--- src/pkg/branch_skip_defs.vh ---
// constants for the compare, skip, branch and load execution unit
`ifndef BRANCH_SKIP_DEFS_VH
`define BRANCH_SKIP_DEFS_VH

// register byte offsets
`define BSX_OFF_OP      8'h00
`define BSX_OFF_OPND    8'h04
`define BSX_OFF_KVAL    8'h08
`define BSX_OFF_PC      8'h0C
`define BSX_OFF_FLAGS   8'h10
`define BSX_OFF_PTR     8'h14
`define BSX_OFF_RESULT  8'h18
`define BSX_OFF_STATUS  8'h1C

// field positions
`define BSX_OP_MSB      4
`define BSX_OP_LSB      0
`define BSX_BIT_MSB     10
`define BSX_BIT_LSB     8
`define BSX_LONG_BIT    16
`define BSX_RD_MSB      7
`define BSX_RD_LSB      0
`define BSX_RR_MSB      15
`define BSX_RR_LSB      8
`define BSX_ST_BUSY     0
`define BSX_ST_TAKEN    1
`define BSX_ST_BADOP    2
`define BSX_ST_CYC_MSB  15
`define BSX_ST_CYC_LSB  8

// status flag positions
`define BSX_FLAG_C      0
`define BSX_FLAG_Z      1
`define BSX_FLAG_N      2
`define BSX_FLAG_V      3
`define BSX_FLAG_S      4
`define BSX_FLAG_H      5
`define BSX_FLAG_T      6
`define BSX_FLAG_I      7

// operation codes
`define OP_COMPARE_REGS          5'h00
`define OP_COMPARE_WITH_CARRY    5'h01
`define OP_COMPARE_IMMEDIATE     5'h02
`define OP_COMPARE_SKIP_EQUAL    5'h03
`define OP_SKIP_REG_BIT_CLEAR    5'h04
`define OP_SKIP_REG_BIT_SET      5'h05
`define OP_SKIP_IO_BIT_CLEAR     5'h06
`define OP_SKIP_IO_BIT_SET       5'h07
`define OP_BRANCH_STATUS_SET     5'h08
`define OP_BRANCH_STATUS_CLEAR   5'h09
`define OP_BRANCH_SAME_OR_HIGHER 5'h0A
`define OP_BRANCH_LOWER          5'h0B
`define OP_BRANCH_SIGNED_GE      5'h0C
`define OP_BRANCH_SIGNED_LESS    5'h0D
`define OP_BRANCH_HALF_SET       5'h0E
`define OP_BRANCH_HALF_CLEAR     5'h0F
`define OP_BRANCH_OVF_SET        5'h10
`define OP_BRANCH_OVF_CLEAR      5'h11
`define OP_BRANCH_IRQ_ENABLED    5'h12
`define OP_BRANCH_IRQ_DISABLED   5'h13
`define OP_BRANCH_USER_SET       5'h14
`define OP_BRANCH_USER_CLEAR     5'h15
`define OP_LOAD_DIRECT           5'h16
`define OP_LOAD_INDIRECT         5'h17
`define OP_LOAD_POST_INC         5'h18
`define OP_LOAD_PRE_DEC          5'h19

// program counter steps and skip wait counts
`define BSX_STEP_NEXT   16'h0001
`define BSX_STEP_SHORT  16'h0002
`define BSX_STEP_LONG   16'h0003
`define BSX_WAIT_SHORT  2'h1
`define BSX_WAIT_LONG   2'h2

`endif

--- src/rtl/compare_flags.v ---
// subtract-and-flag logic for the compare operations
`timescale 1ns/100ps
module compare_flags (
    // operands
    input  wire [7:0] left,
    input  wire [7:0] right,
    input  wire       carryIn,
    input  wire       zeroIn,
    input  wire       useCarry,
    // flags
    output wire       flagC,
    output wire       flagZ,
    output wire       flagN,
    output wire       flagV,
    output wire       flagS,
    output wire       flagH
);
    wire [7:0] diff;
    wire       borrow;

    assign diff   = left - right - {7'h00, (useCarry & carryIn)};
    assign borrow = useCarry & carryIn;
    assign flagH  = (~left[3] & right[3]) | (right[3] & diff[3]) | (diff[3] & ~left[3]);
    assign flagC  = (~left[7] & right[7]) | (right[7] & diff[7]) | (diff[7] & ~left[7]);
    assign flagV  = (left[7] & ~right[7] & ~diff[7]) | (~left[7] & right[7] & diff[7]);
    assign flagN  = diff[7];
    assign flagS  = flagN ^ flagV;
    // with carry the zero flag only stays set across a chain of equal bytes
    assign flagZ  = (diff == 8'h00) & (~useCarry | zeroIn | ~borrow & zeroIn);
endmodule

--- src/rtl/branch_condition.v ---
// branch condition evaluation from the status flags
`timescale 1ns/100ps
`include "branch_skip_defs.vh"
module branch_condition (
    // operation
    input  wire [4:0] opCode,
    input  wire [2:0] bitSel,
    input  wire [7:0] flags,
    // result
    output reg        take
);
    always @* begin
        case (opCode)
            `OP_BRANCH_STATUS_SET:     take = flags[bitSel];
            `OP_BRANCH_STATUS_CLEAR:   take = ~flags[bitSel];
            `OP_BRANCH_SAME_OR_HIGHER: take = ~flags[`BSX_FLAG_C];
            `OP_BRANCH_LOWER:          take = flags[`BSX_FLAG_C];
            `OP_BRANCH_SIGNED_GE:      take = ~(flags[`BSX_FLAG_N] ^ flags[`BSX_FLAG_V]);
            `OP_BRANCH_SIGNED_LESS:    take = flags[`BSX_FLAG_N] ^ flags[`BSX_FLAG_V];
            `OP_BRANCH_HALF_SET:       take = flags[`BSX_FLAG_H];
            `OP_BRANCH_HALF_CLEAR:     take = ~flags[`BSX_FLAG_H];
            `OP_BRANCH_OVF_SET:        take = flags[`BSX_FLAG_V];
            `OP_BRANCH_OVF_CLEAR:      take = ~flags[`BSX_FLAG_V];
            `OP_BRANCH_IRQ_ENABLED:    take = flags[`BSX_FLAG_I];
            `OP_BRANCH_IRQ_DISABLED:   take = ~flags[`BSX_FLAG_I];
            `OP_BRANCH_USER_SET:       take = flags[`BSX_FLAG_T];
            `OP_BRANCH_USER_CLEAR:     take = ~flags[`BSX_FLAG_T];
            default:                   take = 1'b0;
        endcase
    end
endmodule

--- src/rtl/branch_skip_exec.v ---
// execution unit for compares, skips, flag branches and data loads behind an APB slave
`timescale 1ns/100ps
`include "branch_skip_defs.vh"
module branch_skip_exec #(
    parameter ADDR_W = 16,
    parameter OFFS_W = 7
) (
    // clock and reset
    input  wire              clk_sys,
    input  wire              rst_n,
    // apb slave
    input  wire [7:0]        paddr,
    input  wire              psel,
    input  wire              penable,
    input  wire              pwrite,
    input  wire [31:0]       pwdata,
    output reg  [31:0]       prdata,
    output reg               pready,
    output reg               pslverr,
    // data and i/o space read port
    output reg  [ADDR_W-1:0] memAddr,
    output reg               memRead,
    output reg               memIo,
    input  wire [7:0]        memRdata,
    input  wire              memReady
);
    localparam S_IDLE = 5'b00001;
    localparam S_EXEC = 5'b00010;
    localparam S_DEC  = 5'b00100;
    localparam S_MEM  = 5'b01000;
    localparam S_WAIT = 5'b10000;

    // program counter after a skip, one- or two-word successor
    function [ADDR_W-1:0] skipTarget;
        input [ADDR_W-1:0] base;
        input              longNext;
        begin
            skipTarget = longNext ? base + `BSX_STEP_LONG : base + `BSX_STEP_SHORT;
        end
    endfunction

    // extra cycles spent on a skip
    function [1:0] skipWait;
        input longNext;
        begin
            skipWait = longNext ? `BSX_WAIT_LONG : `BSX_WAIT_SHORT;
        end
    endfunction

    function isBranch;
        input [4:0] op;
        begin
            isBranch = (op >= `OP_BRANCH_STATUS_SET) && (op <= `OP_BRANCH_USER_CLEAR);
        end
    endfunction

    function isLoad;
        input [4:0] op;
        begin
            isLoad = (op >= `OP_LOAD_DIRECT) && (op <= `OP_LOAD_PRE_DEC);
        end
    endfunction

    // software-visible state
    reg  [4:0]        opCode;
    reg  [2:0]        bitSel;
    reg               nextLong;
    reg  [7:0]        opndD;
    reg  [7:0]        opndR;
    reg  [ADDR_W-1:0] kVal;
    reg  [ADDR_W-1:0] pc;
    reg  [7:0]        flags;
    reg  [ADDR_W-1:0] ptr;
    reg  [7:0]        result;
    reg               taken;
    reg               badOp;
    reg  [7:0]        cycles;
    // sequencing
    reg  [4:0]        state;
    reg  [1:0]        waitCnt;
    // combinational
    reg  [31:0]       readMux;
    reg               addrOk;
    reg               regSkip;
    reg               ioSkip;
    wire              branchTake;
    wire              cmpC;
    wire              cmpZ;
    wire              cmpN;
    wire              cmpV;
    wire              cmpS;
    wire              cmpH;
    wire              busy;
    wire              wrEn;
    wire              accessEnd;
    wire [ADDR_W-1:0] kExt;
    wire [ADDR_W-1:0] pcNext;
    wire [7:0]        cmpRight;
    wire [7:0]        nextFlags;

    assign busy      = (state != S_IDLE);
    assign accessEnd = psel & penable & pready;
    assign wrEn      = accessEnd & pwrite;
    assign kExt      = {{(ADDR_W-OFFS_W){kVal[OFFS_W-1]}}, kVal[OFFS_W-1:0]};
    assign pcNext    = pc + `BSX_STEP_NEXT;
    assign cmpRight  = opndR;

    compare_flags u_compare (
        .left     (opndD),
        .right    (cmpRight),
        .carryIn  (flags[`BSX_FLAG_C]),
        .zeroIn   (flags[`BSX_FLAG_Z]),
        .useCarry (opCode == `OP_COMPARE_WITH_CARRY),
        .flagC    (cmpC),
        .flagZ    (cmpZ),
        .flagN    (cmpN),
        .flagV    (cmpV),
        .flagS    (cmpS),
        .flagH    (cmpH)
    );

    branch_condition u_branch (
        .opCode (opCode),
        .bitSel (bitSel),
        .flags  (flags),
        .take   (branchTake)
    );

    // T and I are kept, the six arithmetic flags are replaced
    assign nextFlags = {flags[`BSX_FLAG_I], flags[`BSX_FLAG_T], cmpH, cmpS, cmpV, cmpN, cmpZ, cmpC};

    always @* begin
        case (opCode)
            `OP_COMPARE_SKIP_EQUAL: regSkip = (opndD == opndR);
            `OP_SKIP_REG_BIT_CLEAR: regSkip = ~opndR[bitSel];
            `OP_SKIP_REG_BIT_SET:   regSkip = opndR[bitSel];
            default:                regSkip = 1'b0;
        endcase
        ioSkip = (opCode == `OP_SKIP_IO_BIT_SET) ? memRdata[bitSel] : ~memRdata[bitSel];
    end

    // register read decode
    always @* begin
        readMux = 32'h00000000;
        addrOk  = 1'b1;
        case (paddr)
            `BSX_OFF_OP: begin
                readMux[`BSX_OP_MSB:`BSX_OP_LSB]   = opCode;
                readMux[`BSX_BIT_MSB:`BSX_BIT_LSB] = bitSel;
                readMux[`BSX_LONG_BIT]             = nextLong;
            end
            `BSX_OFF_OPND: begin
                readMux[`BSX_RD_MSB:`BSX_RD_LSB] = opndD;
                readMux[`BSX_RR_MSB:`BSX_RR_LSB] = opndR;
            end
            `BSX_OFF_KVAL:   readMux[ADDR_W-1:0] = kVal;
            `BSX_OFF_PC:     readMux[ADDR_W-1:0] = pc;
            `BSX_OFF_FLAGS:  readMux[7:0]        = flags;
            `BSX_OFF_PTR:    readMux[ADDR_W-1:0] = ptr;
            `BSX_OFF_RESULT: readMux[7:0]        = result;
            `BSX_OFF_STATUS: begin
                readMux[`BSX_ST_BUSY]                  = busy;
                readMux[`BSX_ST_TAKEN]                 = taken;
                readMux[`BSX_ST_BADOP]                 = badOp;
                readMux[`BSX_ST_CYC_MSB:`BSX_ST_CYC_LSB] = cycles;
            end
            default:         addrOk = 1'b0;
        endcase
    end

    // apb answer one cycle into the access phase
    always @(posedge clk_sys) begin
        if (!rst_n) begin
            pready  <= 1'b0;
            prdata  <= 32'h00000000;
            pslverr <= 1'b0;
        end else if (psel && penable && !pready) begin
            pready  <= 1'b1;
            prdata  <= pwrite ? 32'h00000000 : readMux;
            pslverr <= ~addrOk;
        end else begin
            pready  <= 1'b0;
            prdata  <= 32'h00000000;
            pslverr <= 1'b0;
        end
    end

    // register writes, execution sequencing and data port
    always @(posedge clk_sys) begin
        if (!rst_n) begin
            opCode   <= 5'h00;
            bitSel   <= 3'h0;
            nextLong <= 1'b0;
            opndD    <= 8'h00;
            opndR    <= 8'h00;
            kVal     <= {ADDR_W{1'b0}};
            pc       <= {ADDR_W{1'b0}};
            flags    <= 8'h00;
            ptr      <= {ADDR_W{1'b0}};
            result   <= 8'h00;
            taken    <= 1'b0;
            badOp    <= 1'b0;
            cycles   <= 8'h00;
            state    <= S_IDLE;
            waitCnt  <= 2'h0;
            memAddr  <= {ADDR_W{1'b0}};
            memRead  <= 1'b0;
            memIo    <= 1'b0;
        end else begin
            if (busy) begin
                cycles <= cycles + 8'h01;
            end
            case (state)
                S_IDLE: begin
                    if (wrEn) begin
                        case (paddr)
                            `BSX_OFF_OP: begin
                                opCode   <= pwdata[`BSX_OP_MSB:`BSX_OP_LSB];
                                bitSel   <= pwdata[`BSX_BIT_MSB:`BSX_BIT_LSB];
                                nextLong <= pwdata[`BSX_LONG_BIT];
                                taken    <= 1'b0;
                                badOp    <= 1'b0;
                                cycles   <= 8'h00;
                                state    <= S_EXEC;
                            end
                            `BSX_OFF_OPND: begin
                                opndD <= pwdata[`BSX_RD_MSB:`BSX_RD_LSB];
                                opndR <= pwdata[`BSX_RR_MSB:`BSX_RR_LSB];
                            end
                            `BSX_OFF_KVAL:  kVal  <= pwdata[ADDR_W-1:0];
                            `BSX_OFF_PC:    pc    <= pwdata[ADDR_W-1:0];
                            `BSX_OFF_FLAGS: flags <= pwdata[7:0];
                            `BSX_OFF_PTR:   ptr   <= pwdata[ADDR_W-1:0];
                            default: begin
                            end
                        endcase
                    end
                end
                S_EXEC: begin
                    if (opCode <= `OP_COMPARE_IMMEDIATE) begin
                        flags <= nextFlags;
                        pc    <= pcNext;
                        state <= S_IDLE;
                    end else if (opCode <= `OP_SKIP_REG_BIT_SET) begin
                        if (regSkip) begin
                            pc      <= skipTarget(pc, nextLong);
                            taken   <= 1'b1;
                            waitCnt <= skipWait(nextLong);
                            state   <= S_WAIT;
                        end else begin
                            pc    <= pcNext;
                            state <= S_IDLE;
                        end
                    end else if (opCode <= `OP_SKIP_IO_BIT_SET) begin
                        memAddr <= kVal;
                        memIo   <= 1'b1;
                        memRead <= 1'b1;
                        state   <= S_MEM;
                    end else if (isBranch(opCode)) begin
                        if (branchTake) begin
                            pc      <= pc + kExt + `BSX_STEP_NEXT;
                            taken   <= 1'b1;
                            waitCnt <= `BSX_WAIT_SHORT;
                            state   <= S_WAIT;
                        end else begin
                            pc    <= pcNext;
                            state <= S_IDLE;
                        end
                    end else if (opCode == `OP_LOAD_PRE_DEC) begin
                        ptr   <= ptr - `BSX_STEP_NEXT;
                        state <= S_DEC;
                    end else if (isLoad(opCode)) begin
                        memAddr <= (opCode == `OP_LOAD_DIRECT) ? kVal : ptr;
                        memIo   <= 1'b0;
                        memRead <= 1'b1;
                        state   <= S_MEM;
                    end else begin
                        badOp <= 1'b1;
                        pc    <= pcNext;
                        state <= S_IDLE;
                    end
                end
                S_DEC: begin
                    memAddr <= ptr;
                    memIo   <= 1'b0;
                    memRead <= 1'b1;
                    state   <= S_MEM;
                end
                S_MEM: begin
                    if (memReady) begin
                        memRead <= 1'b0;
                        memIo   <= 1'b0;
                        if (memIo) begin
                            if (ioSkip) begin
                                pc      <= skipTarget(pc, nextLong);
                                taken   <= 1'b1;
                                waitCnt <= skipWait(nextLong);
                                state   <= S_WAIT;
                            end else begin
                                pc    <= pcNext;
                                state <= S_IDLE;
                            end
                        end else begin
                            result <= memRdata;
                            state  <= S_IDLE;
                            if (opCode == `OP_LOAD_DIRECT) begin
                                pc <= pc + `BSX_STEP_SHORT;
                            end else begin
                                pc <= pcNext;
                            end
                            if (opCode == `OP_LOAD_POST_INC) begin
                                ptr <= ptr + `BSX_STEP_NEXT;
                            end
                        end
                    end
                end
                S_WAIT: begin
                    if (waitCnt <= `BSX_WAIT_SHORT) begin
                        state <= S_IDLE;
                    end
                    waitCnt <= waitCnt - 2'h1;
                end
                default: begin
                    state <= S_IDLE;
                end
            endcase
        end
    end
endmodule

--- config.mk ---
export PLATFORM = sky130hd
export DESIGN_NAME = branch_skip_exec
export DESIGN_NICKNAME = d
export VERILOG_FILES = /design/src/rtl/compare_flags.v /design/src/rtl/branch_condition.v /design/src/rtl/branch_skip_exec.v
export VERILOG_INCLUDE_DIRS = /design/src /design/src/pkg
export SDC_FILE = /design/constraint.sdc
export NUM_CORES = 1
export LEC_CHECK = 0
export ABC_AREA = 1
export BUFFER_PORTS_ARGS = -buffer_cell sky130_fd_sc_hd__clkbuf_2
export CAP_MARGIN = 0
export CELL_PAD_IN_SITES_DETAIL_PLACEMENT = 0
export CELL_PAD_IN_SITES_GLOBAL_PLACEMENT = 1
export CORE_MARGIN = 2
export CORE_UTILIZATION = 43
export CTS_CLUSTER_SIZE = 40
export DETAILED_ROUTE_END_ITERATION = 12
export HOLD_SLACK_MARGIN = 0.06
export PLACE_DENSITY_LB_ADDON = 0.1
export SYNTH_ARGS = -nofsm -noshare
export SYNTH_HDL_FRONTEND = slang
export SYNTH_SLANG_ARGS = --single-unit
export TNS_END_PERCENT = 1
--- constraint.sdc ---
create_clock -name clk_sys -period 3.55 [get_ports clk_sys]
set_clock_uncertainty 0.15 [all_clocks]
set_input_delay 0.71 -clock clk_sys [delete_from_list [all_inputs] [get_ports clk_sys]]
set_output_delay 0.71 -clock clk_sys [all_outputs]
set_load 0.05 [all_outputs]
---- Yosys cells after proc, flatten, opt, wreduce, memory -nomap -nowiden ----
Index checks and enable logic that the tools add are counted.
word-level totals
  output and inout bits ................... 52
  flip-flop bits (word level) ............. 158
  input port bits ......................... 54
cells by class
  mux-type cells .......................... 119
  reduce and logical (&&, ||, !) cells .... 30
  add/sub/neg operators ................... 11
  bitwise gates (word level) .............. 45
  magnitude comparators ................... 9
  equality and inequality tests ........... 65
operators by type and width
  operator                                                               count
  16-bit two-way mux                                                     32
  16-bit one-hot mux with 3 select lines                                 2
  5-bit two-way mux                                                      12
  5-bit equality test, second input constant                             10
  5-bit one-hot mux with 5 select lines                                  2
  16-bit by 1-bit adder with 16-bit output, second input constant        3
  8-bit two-way mux                                                      6
  5-bit by 4-bit equality test with 1-bit output, second input constant  9
  1-bit two-way mux                                                      36
  3-bit one-hot mux with 6 select lines                                  2
  16-bit by 2-bit adder with 16-bit output, second input constant        2
  8-bit by 5-bit equality test with 1-bit output, second input constant  4
  16-bit one-hot mux with 2 select lines                                 1
  2-bit inequality test, second input constant                           15
  3-bit one-hot mux with 8 select lines                                  1
  11-bit AND reduction                                                   2
  3-bit inequality test, second input constant                           7
  1-bit NOT                                                              21
  5-bit by 3-bit equality test with 1-bit output, second input constant  4
  2-bit two-way mux                                                      10
  9-bit AND reduction                                                    2
  16-bit adder                                                           1
  8-bit by 4-bit equality test with 1-bit output, second input constant  2
  8-bit logical NOT                                                      2
  other kinds (44)                                                       91

---- Depth between registers and ports, before layout ----
  word-level depth ........................ 10
  depth in mapped cells ................... 17

---- Hierarchy ----
A second synthesis with hierarchy kept.
second synthesis, totals
  cells, all modules ...................... 1942
  area, all modules ....................... 11801.3 µm²
modules (own cells, without submodules)
  module            cells an instance  area an instance (µm²)  times used
  branch_skip_exec  1754               10825.4                 1
  compare_flags     115                656.9                   1
  branch_condition  73                 319.1                   1

---- Least setup slack after synthesis ----
No wires, ideal clock.
  path type ............................... reg2reg
  start ................................... reg pc[0]
  end ..................................... reg pc[14]
  clock period less this slack ............ 2678 ps
  required time ........................... 3291 ps
  path buffers ............................ 1
  cell stages (with the launch flop) ...... 17
  arrival ................................. 2418 ps
  library setup time ...................... 109 ps
  path slack .............................. 872 ps
  path through ............................ dfxtp_1 > clkbuf_1 > inv_1 > ha_1 > fa_1 > inv_1 > nand3_1 > nand2_1 > nand2_1 > o21ai_0 > nand2_1 > nand3_1 > nand3_1 > nand3_1 > nand3_1 > nand2_1 > inv_1
between the ends
  cells in the longest elaborated chain, start to end .. 8
  elaborated cells between the ends (all ways) .. 19
  classes of those cells .................. 5 x add/sub; 14 x mux
RTL lines
  item                                                                                      RTL line                                        RTL
  start: declaration                                                                        branch_skip_exec.v:71                           reg [ADDR_W-1:0] pc;
  start signal: assignment                                                                  branch_skip_exec.v:197                          pc <= {ADDR_W{1'b0}};
  start signal: assignment                                                                  branch_skip_exec.v:231                          `BSX_OFF_PC: pc <= pwdata[ADDR_W-1:0];
  start signal: assignment                                                                  branch_skip_exec.v:242                          pc <= pcNext;
  16-bit adder or 16-bit by 1-bit adder with 16-bit output (tied branches)                  -
  16-bit by 1-bit adder with 16-bit output (no line) or 16-bit two-way mux (tied branches)  -
  16-bit two-way mux, on equally long branches                                              branch_skip_exec.v:260, branch_skip_exec.v:269
  16-bit two-way mux                                                                        branch_skip_exec.v:259                          end else if (isBranch(opCode)) begin
  16-bit two-way mux                                                                        branch_skip_exec.v:254                          end else if (opCode <= `OP_SKIP_IO_BIT_SET) begin
  16-bit two-way mux                                                                        branch_skip_exec.v:244                          end else if (opCode <= `OP_SKIP_REG_BIT_SET) begin
  16-bit two-way mux                                                                        branch_skip_exec.v:240                          if (opCode <= `OP_COMPARE_IMMEDIATE) begin
  16-bit one-hot mux with 3 select lines *                                                  branch_skip_exec.v:213                          case (state)
Mark *: on every way between the ends. The rest lies on a longest branch, timed or not. The select of a mux whose other input is x is not followed.
A chain may end at the register's enable or synchronous reset.

---- Worst setup path after layout ----
  start ................................... reg state[0]
  end ..................................... reg ptr[15]
between the ends
  cells in the longest elaborated chain, start to end .. 3
  elaborated cells between the ends (all ways) .. 16
  classes of those cells .................. 13 x eq/ne; 1 x mux; 2 x reduce/logical
RTL lines
  item                                                                                      RTL line                RTL
  start: declaration                                                                        branch_skip_exec.v:79   reg [4:0] state;
  start signal: assignment                                                                  branch_skip_exec.v:204  state <= S_IDLE;
  start signal: assignment                                                                  branch_skip_exec.v:224  state <= S_EXEC;
  start signal: assignment                                                                  branch_skip_exec.v:243  state <= S_IDLE;
  5-bit by 1-bit equality test with 1-bit output, or another cell as far along              branch_skip_exec.v:213
  2-bit by 1-bit inequality test with 1-bit output (no line), or another cell as far along  -
  11-bit AND reduction (no line)                                                            -
  end signal: assignment                                                                    branch_skip_exec.v:199  ptr <= {ADDR_W{1'b0}};
  end signal: assignment                                                                    branch_skip_exec.v:233  `BSX_OFF_PTR: ptr <= pwdata[ADDR_W-1:0];
  end signal: assignment                                                                    branch_skip_exec.v:270  ptr <= ptr - `BSX_STEP_NEXT;
  end: declaration                                                                          branch_skip_exec.v:73   reg [ADDR_W-1:0] ptr;
Parallel ways exist; a longest one is shown, timed or not.

==> out/metrics.csv <==
stage;metric;value;unit
clock_network;post-CTS setup repair buffer count;0;
yosys;EDFF count, synth;0;
yosys;Simple-Gate Fraction of Synth Area;31.4;%
timing;count of pins over their slew limit;0;
placement;worst slack, placed;0.440;ns
clock_network;CTS tree;yes;
setup_path;type of element launching the critical path;flip-flop;
setup_path;critical path data required time;3.74;ns
timing;Rel. slew slack;42.0;%
power;combinational power share;4.2;%
drt;Via density;5.56;
setup_path;Reg2Reg Depth;13;
timing;Tcrit/Tclk final;88.0;%
drt;DR DRC count;0;
layout;most common cell after layout, fill and taps aside;nand2_1;
placement;HPWL Detailed;33900;um
floorplanning;width of the chip;165;um
setup_path;Worst setup EP type;flip-flop;
drt;routed wire length;43100;um
timing;worst slew pin tran;0.865;ns
setup_path;CP max FO;16;
power;P_leak;5.55;nW
placement;count of input and output buffers;75;
layout;layout cells sized above 1;12.4;%
timing;Final min period;3.12;ns
drt;drt initial violations;1356;
layout;Layout Nets;1921;
yosys;largest family of logic cells by synthesized area;simple AND/OR/NAND/NOR gates;
layout;P&R area growth vs syn;10.9;%
flow_run;max-cap violations;0;
timing;setup ws final;0.426;ns
drt;ANT nets after route;0;
setup_path;WP data arrival;3.31;ns
yosys;synthesized-area fraction occupied by adder cells;6.20;%
layout;ant diodes;0;
power;Max rail drop VDD;265;uV
yosys;Synth Area in XOR/XNOR;4.08;%
grt;initial antenna violation count;0;
timing;setup violators final;0;
yosys;compound-gate portion of the synthesized area;19.7;%
worst_hold_path;hold depth;2;
placement;placed inst area;11800;um^2
yosys;Syn. warnings;0;
floorplanning;Core Area;25300;um^2
yosys;Post-Syn Instances;1751;
floorplanning;Die Y;165;um
clock_network;TritonCTS buffer count;17;
drt;via count;12000;
power;Clock power frac;52.4;%
yosys;mux cell area share after synthesis;1.01;%
power;switching power;0.000991;W
drt;DR WL/cell;20.0;um
yosys;Synth Cell Area;11200;um^2
setup_path;critical path type;reg2reg;
clock_network;cts repair resizes;0;
floorplanning;Rows;58;
clock_network;H-tree depth;4;
layout;final instance area;12400;um^2
run_status;status;finished, final reports clean;
power;Internal;0.00271;W
grt;pin count of the biggest net entering global routing;67;
layout;commonest cells after routing, fill and taps aside;nand2_1 (353), nor2_1 (211), inv_1 (204);
timing;final hold violations;0;
power;total power;0.00370;W
floorplanning;Top-Level Pins;106;
grt;total gr overflow;0;
layout;Layout Utilization;48.9;%
timing;RSZ-0062 raised after global routing;no;
grt;first-pass GRT wire length;65700;um
yosys;synthesized area per cell;6.38;um^2
grt;number of global-route vias before repair;11100;
worst_hold_path;worst min path class;reg2reg;
grt;gr usage total;32.1;%
clock_network;root buffer cell;clkbuf_16;
power;Sw Ratio;26.7;%
floorplanning;DIE AREA;27300;um^2
clock_network;clk_lat worst skew;0.45;ns
power;Cell Pwr Density;299;nW/um^2
yosys;Most used DFF post-synth;dfxtp_1;
timing;Sum Neg Setup Slack;0;ns
yosys;async set-reset flop share out of synthesis;0;%
timing;Max Clk Rate;0.320;GHz
yosys;flops & latches, synth;143;
clock_network;CTS clock-pin slew for the worst setup and hold paths;0.07;ns
clock_network;CTS sink cnt;143;
power;Seq pwr share;43.3;%
clock_network;Hold Buf Count CTS;0;
clock_network;Longest Clk Path Bufs;2;
placement;RD Place Congestion;0.967;
yosys;post-synthesis sequential area ratio;25.6;%
drt;first-pass detailed-route iteration total;7;
floorplanning;initial core utilization;44.1;%
yosys;Unique masters post-synth;58;
## registers in the layout, summed over array words and instances (netlist names), 3 cells and up
name	count
bitSel	3
cmpRight	8
cycles	8
flags	8
kVal	16
memAddr	16
opCode	5
opndD	8
pc	16
prdata	17
ptr	16
result	8
state	5
## power by group through the flow
stage / combinational, W / clock [W] / sequential, W
final: 0.000157 / 0.00194 / 0.00160
after global placement: 0.000155 / 0 / 0.00164
after global routing: 0.000167 / 0.00203 / 0.00160
after floorplan: 0.000100 / 0 / 0.00164
after CTS: 0.000155 / 0.00195 / 0.00160
after detailed placement: 0.000155 / 0 / 0.00164
## area by class of cell
class | count | area (um^2)
flip-flops and latches | 143 | 2860
inverters | 233 | 887
repair buffers | 102 | 591
clock buffers | 17 | 425
clock inverters | 15 | 190
well taps | 330 | 413
fillers | 2706 | 12900
multi-input cells | 1317 | 7030
## synth_stat cells, types with 10 or more instances
cell type | count | area (um^2)
nand2_1 | 353 | 1330
nor2_1 | 211 | 792
inv_1 | 204 | 766
a21oi_1 | 153 | 766
dfxtp_1 | 143 | 2860
o21ai_0 | 137 | 686
nand3_1 | 112 | 561
ha_1 | 49 | 613
xor2_1 | 39 | 342
nor3_1 | 29 | 145
buf_4 | 27 | 203
o21ai_1 | 25 | 125
inv_2 | 24 | 90.1
nand4_1 | 21 | 131
buf_2 | 20 | 100
o22ai_1 | 16 | 100
a31oi_1 | 15 | 93.8
clkbuf_1 | 15 | 56.3
nor2_2 | 13 | 81.3
xnor2_1 | 13 | 114
nand2_2 | 12 | 75.1
a221oi_1 | 10 | 87.6
## worst max-delay path, cell delays in order, from the launching register on
cell and delay (ns):
dfxtp_1 0.34, inv_2 0.10, nand2_2 0.07, nor2_2 0.09, nand3_2 0.43, ha_1 0.59, nand2_1 0.07, o21ai_1 0.21
a21oi_1 0.16, o21ai_1 0.31, nand3_1 0.16, a21o_1 0.18, nand3_1 0.06, a21oi_1 0.06
## final timing paths
check	end	start	slack, ns
setup / recovery	ptr[15]$_SDFFE_PN0P_	state[0]$_SDFFE_PN1P_	0.43
hold / removal	taken$_SDFFE_PN0P_	taken$_SDFFE_PN0P_	0.32
setup reg to reg	ptr[15]$_SDFFE_PN0P_	state[0]$_SDFFE_PN1P_	0.43
hold reg to reg	taken$_SDFFE_PN0P_	taken$_SDFFE_PN0P_	0.32
## cells by family after synthesis
kind of cell,Yosys count
simple gates,789
compound gates,398
buf+inv,305
flops,143
fa+ha+maj,53
xor+xnor,52
mux,10
other cells,1
## per-stage QoR
| stage | cells | hold WS (ns) |
|---|---|---|
| 3_3_place_gp | 2125 | 0.304 |
| 2_1_floorplan | 1765 | 0.286 |
| 6_report | 2157 | 0.318 |
| 3_5_place_dp | 2125 | 0.307 |
| 5_1_grt | 2157 | 0.331 |
| 4_1_cts | 2157 | 0.317 |
## layer usage
layer / part of all wire [%] / GRT usage, % / vias to the layer above / routed length (um)
li1: - / - / 5871 / -
met1: 45 / 44.5 / 5522 / 19400
met5: 0 / 0 / - / 0
met2: 43 / 50.3 / 532 / 18600
met4: 3.3 / 11.0 / 0 / 1410
met3: 8.4 / 5.67 / 74 / 3610
No activity file was read; power rests on OpenSTA's default activity.
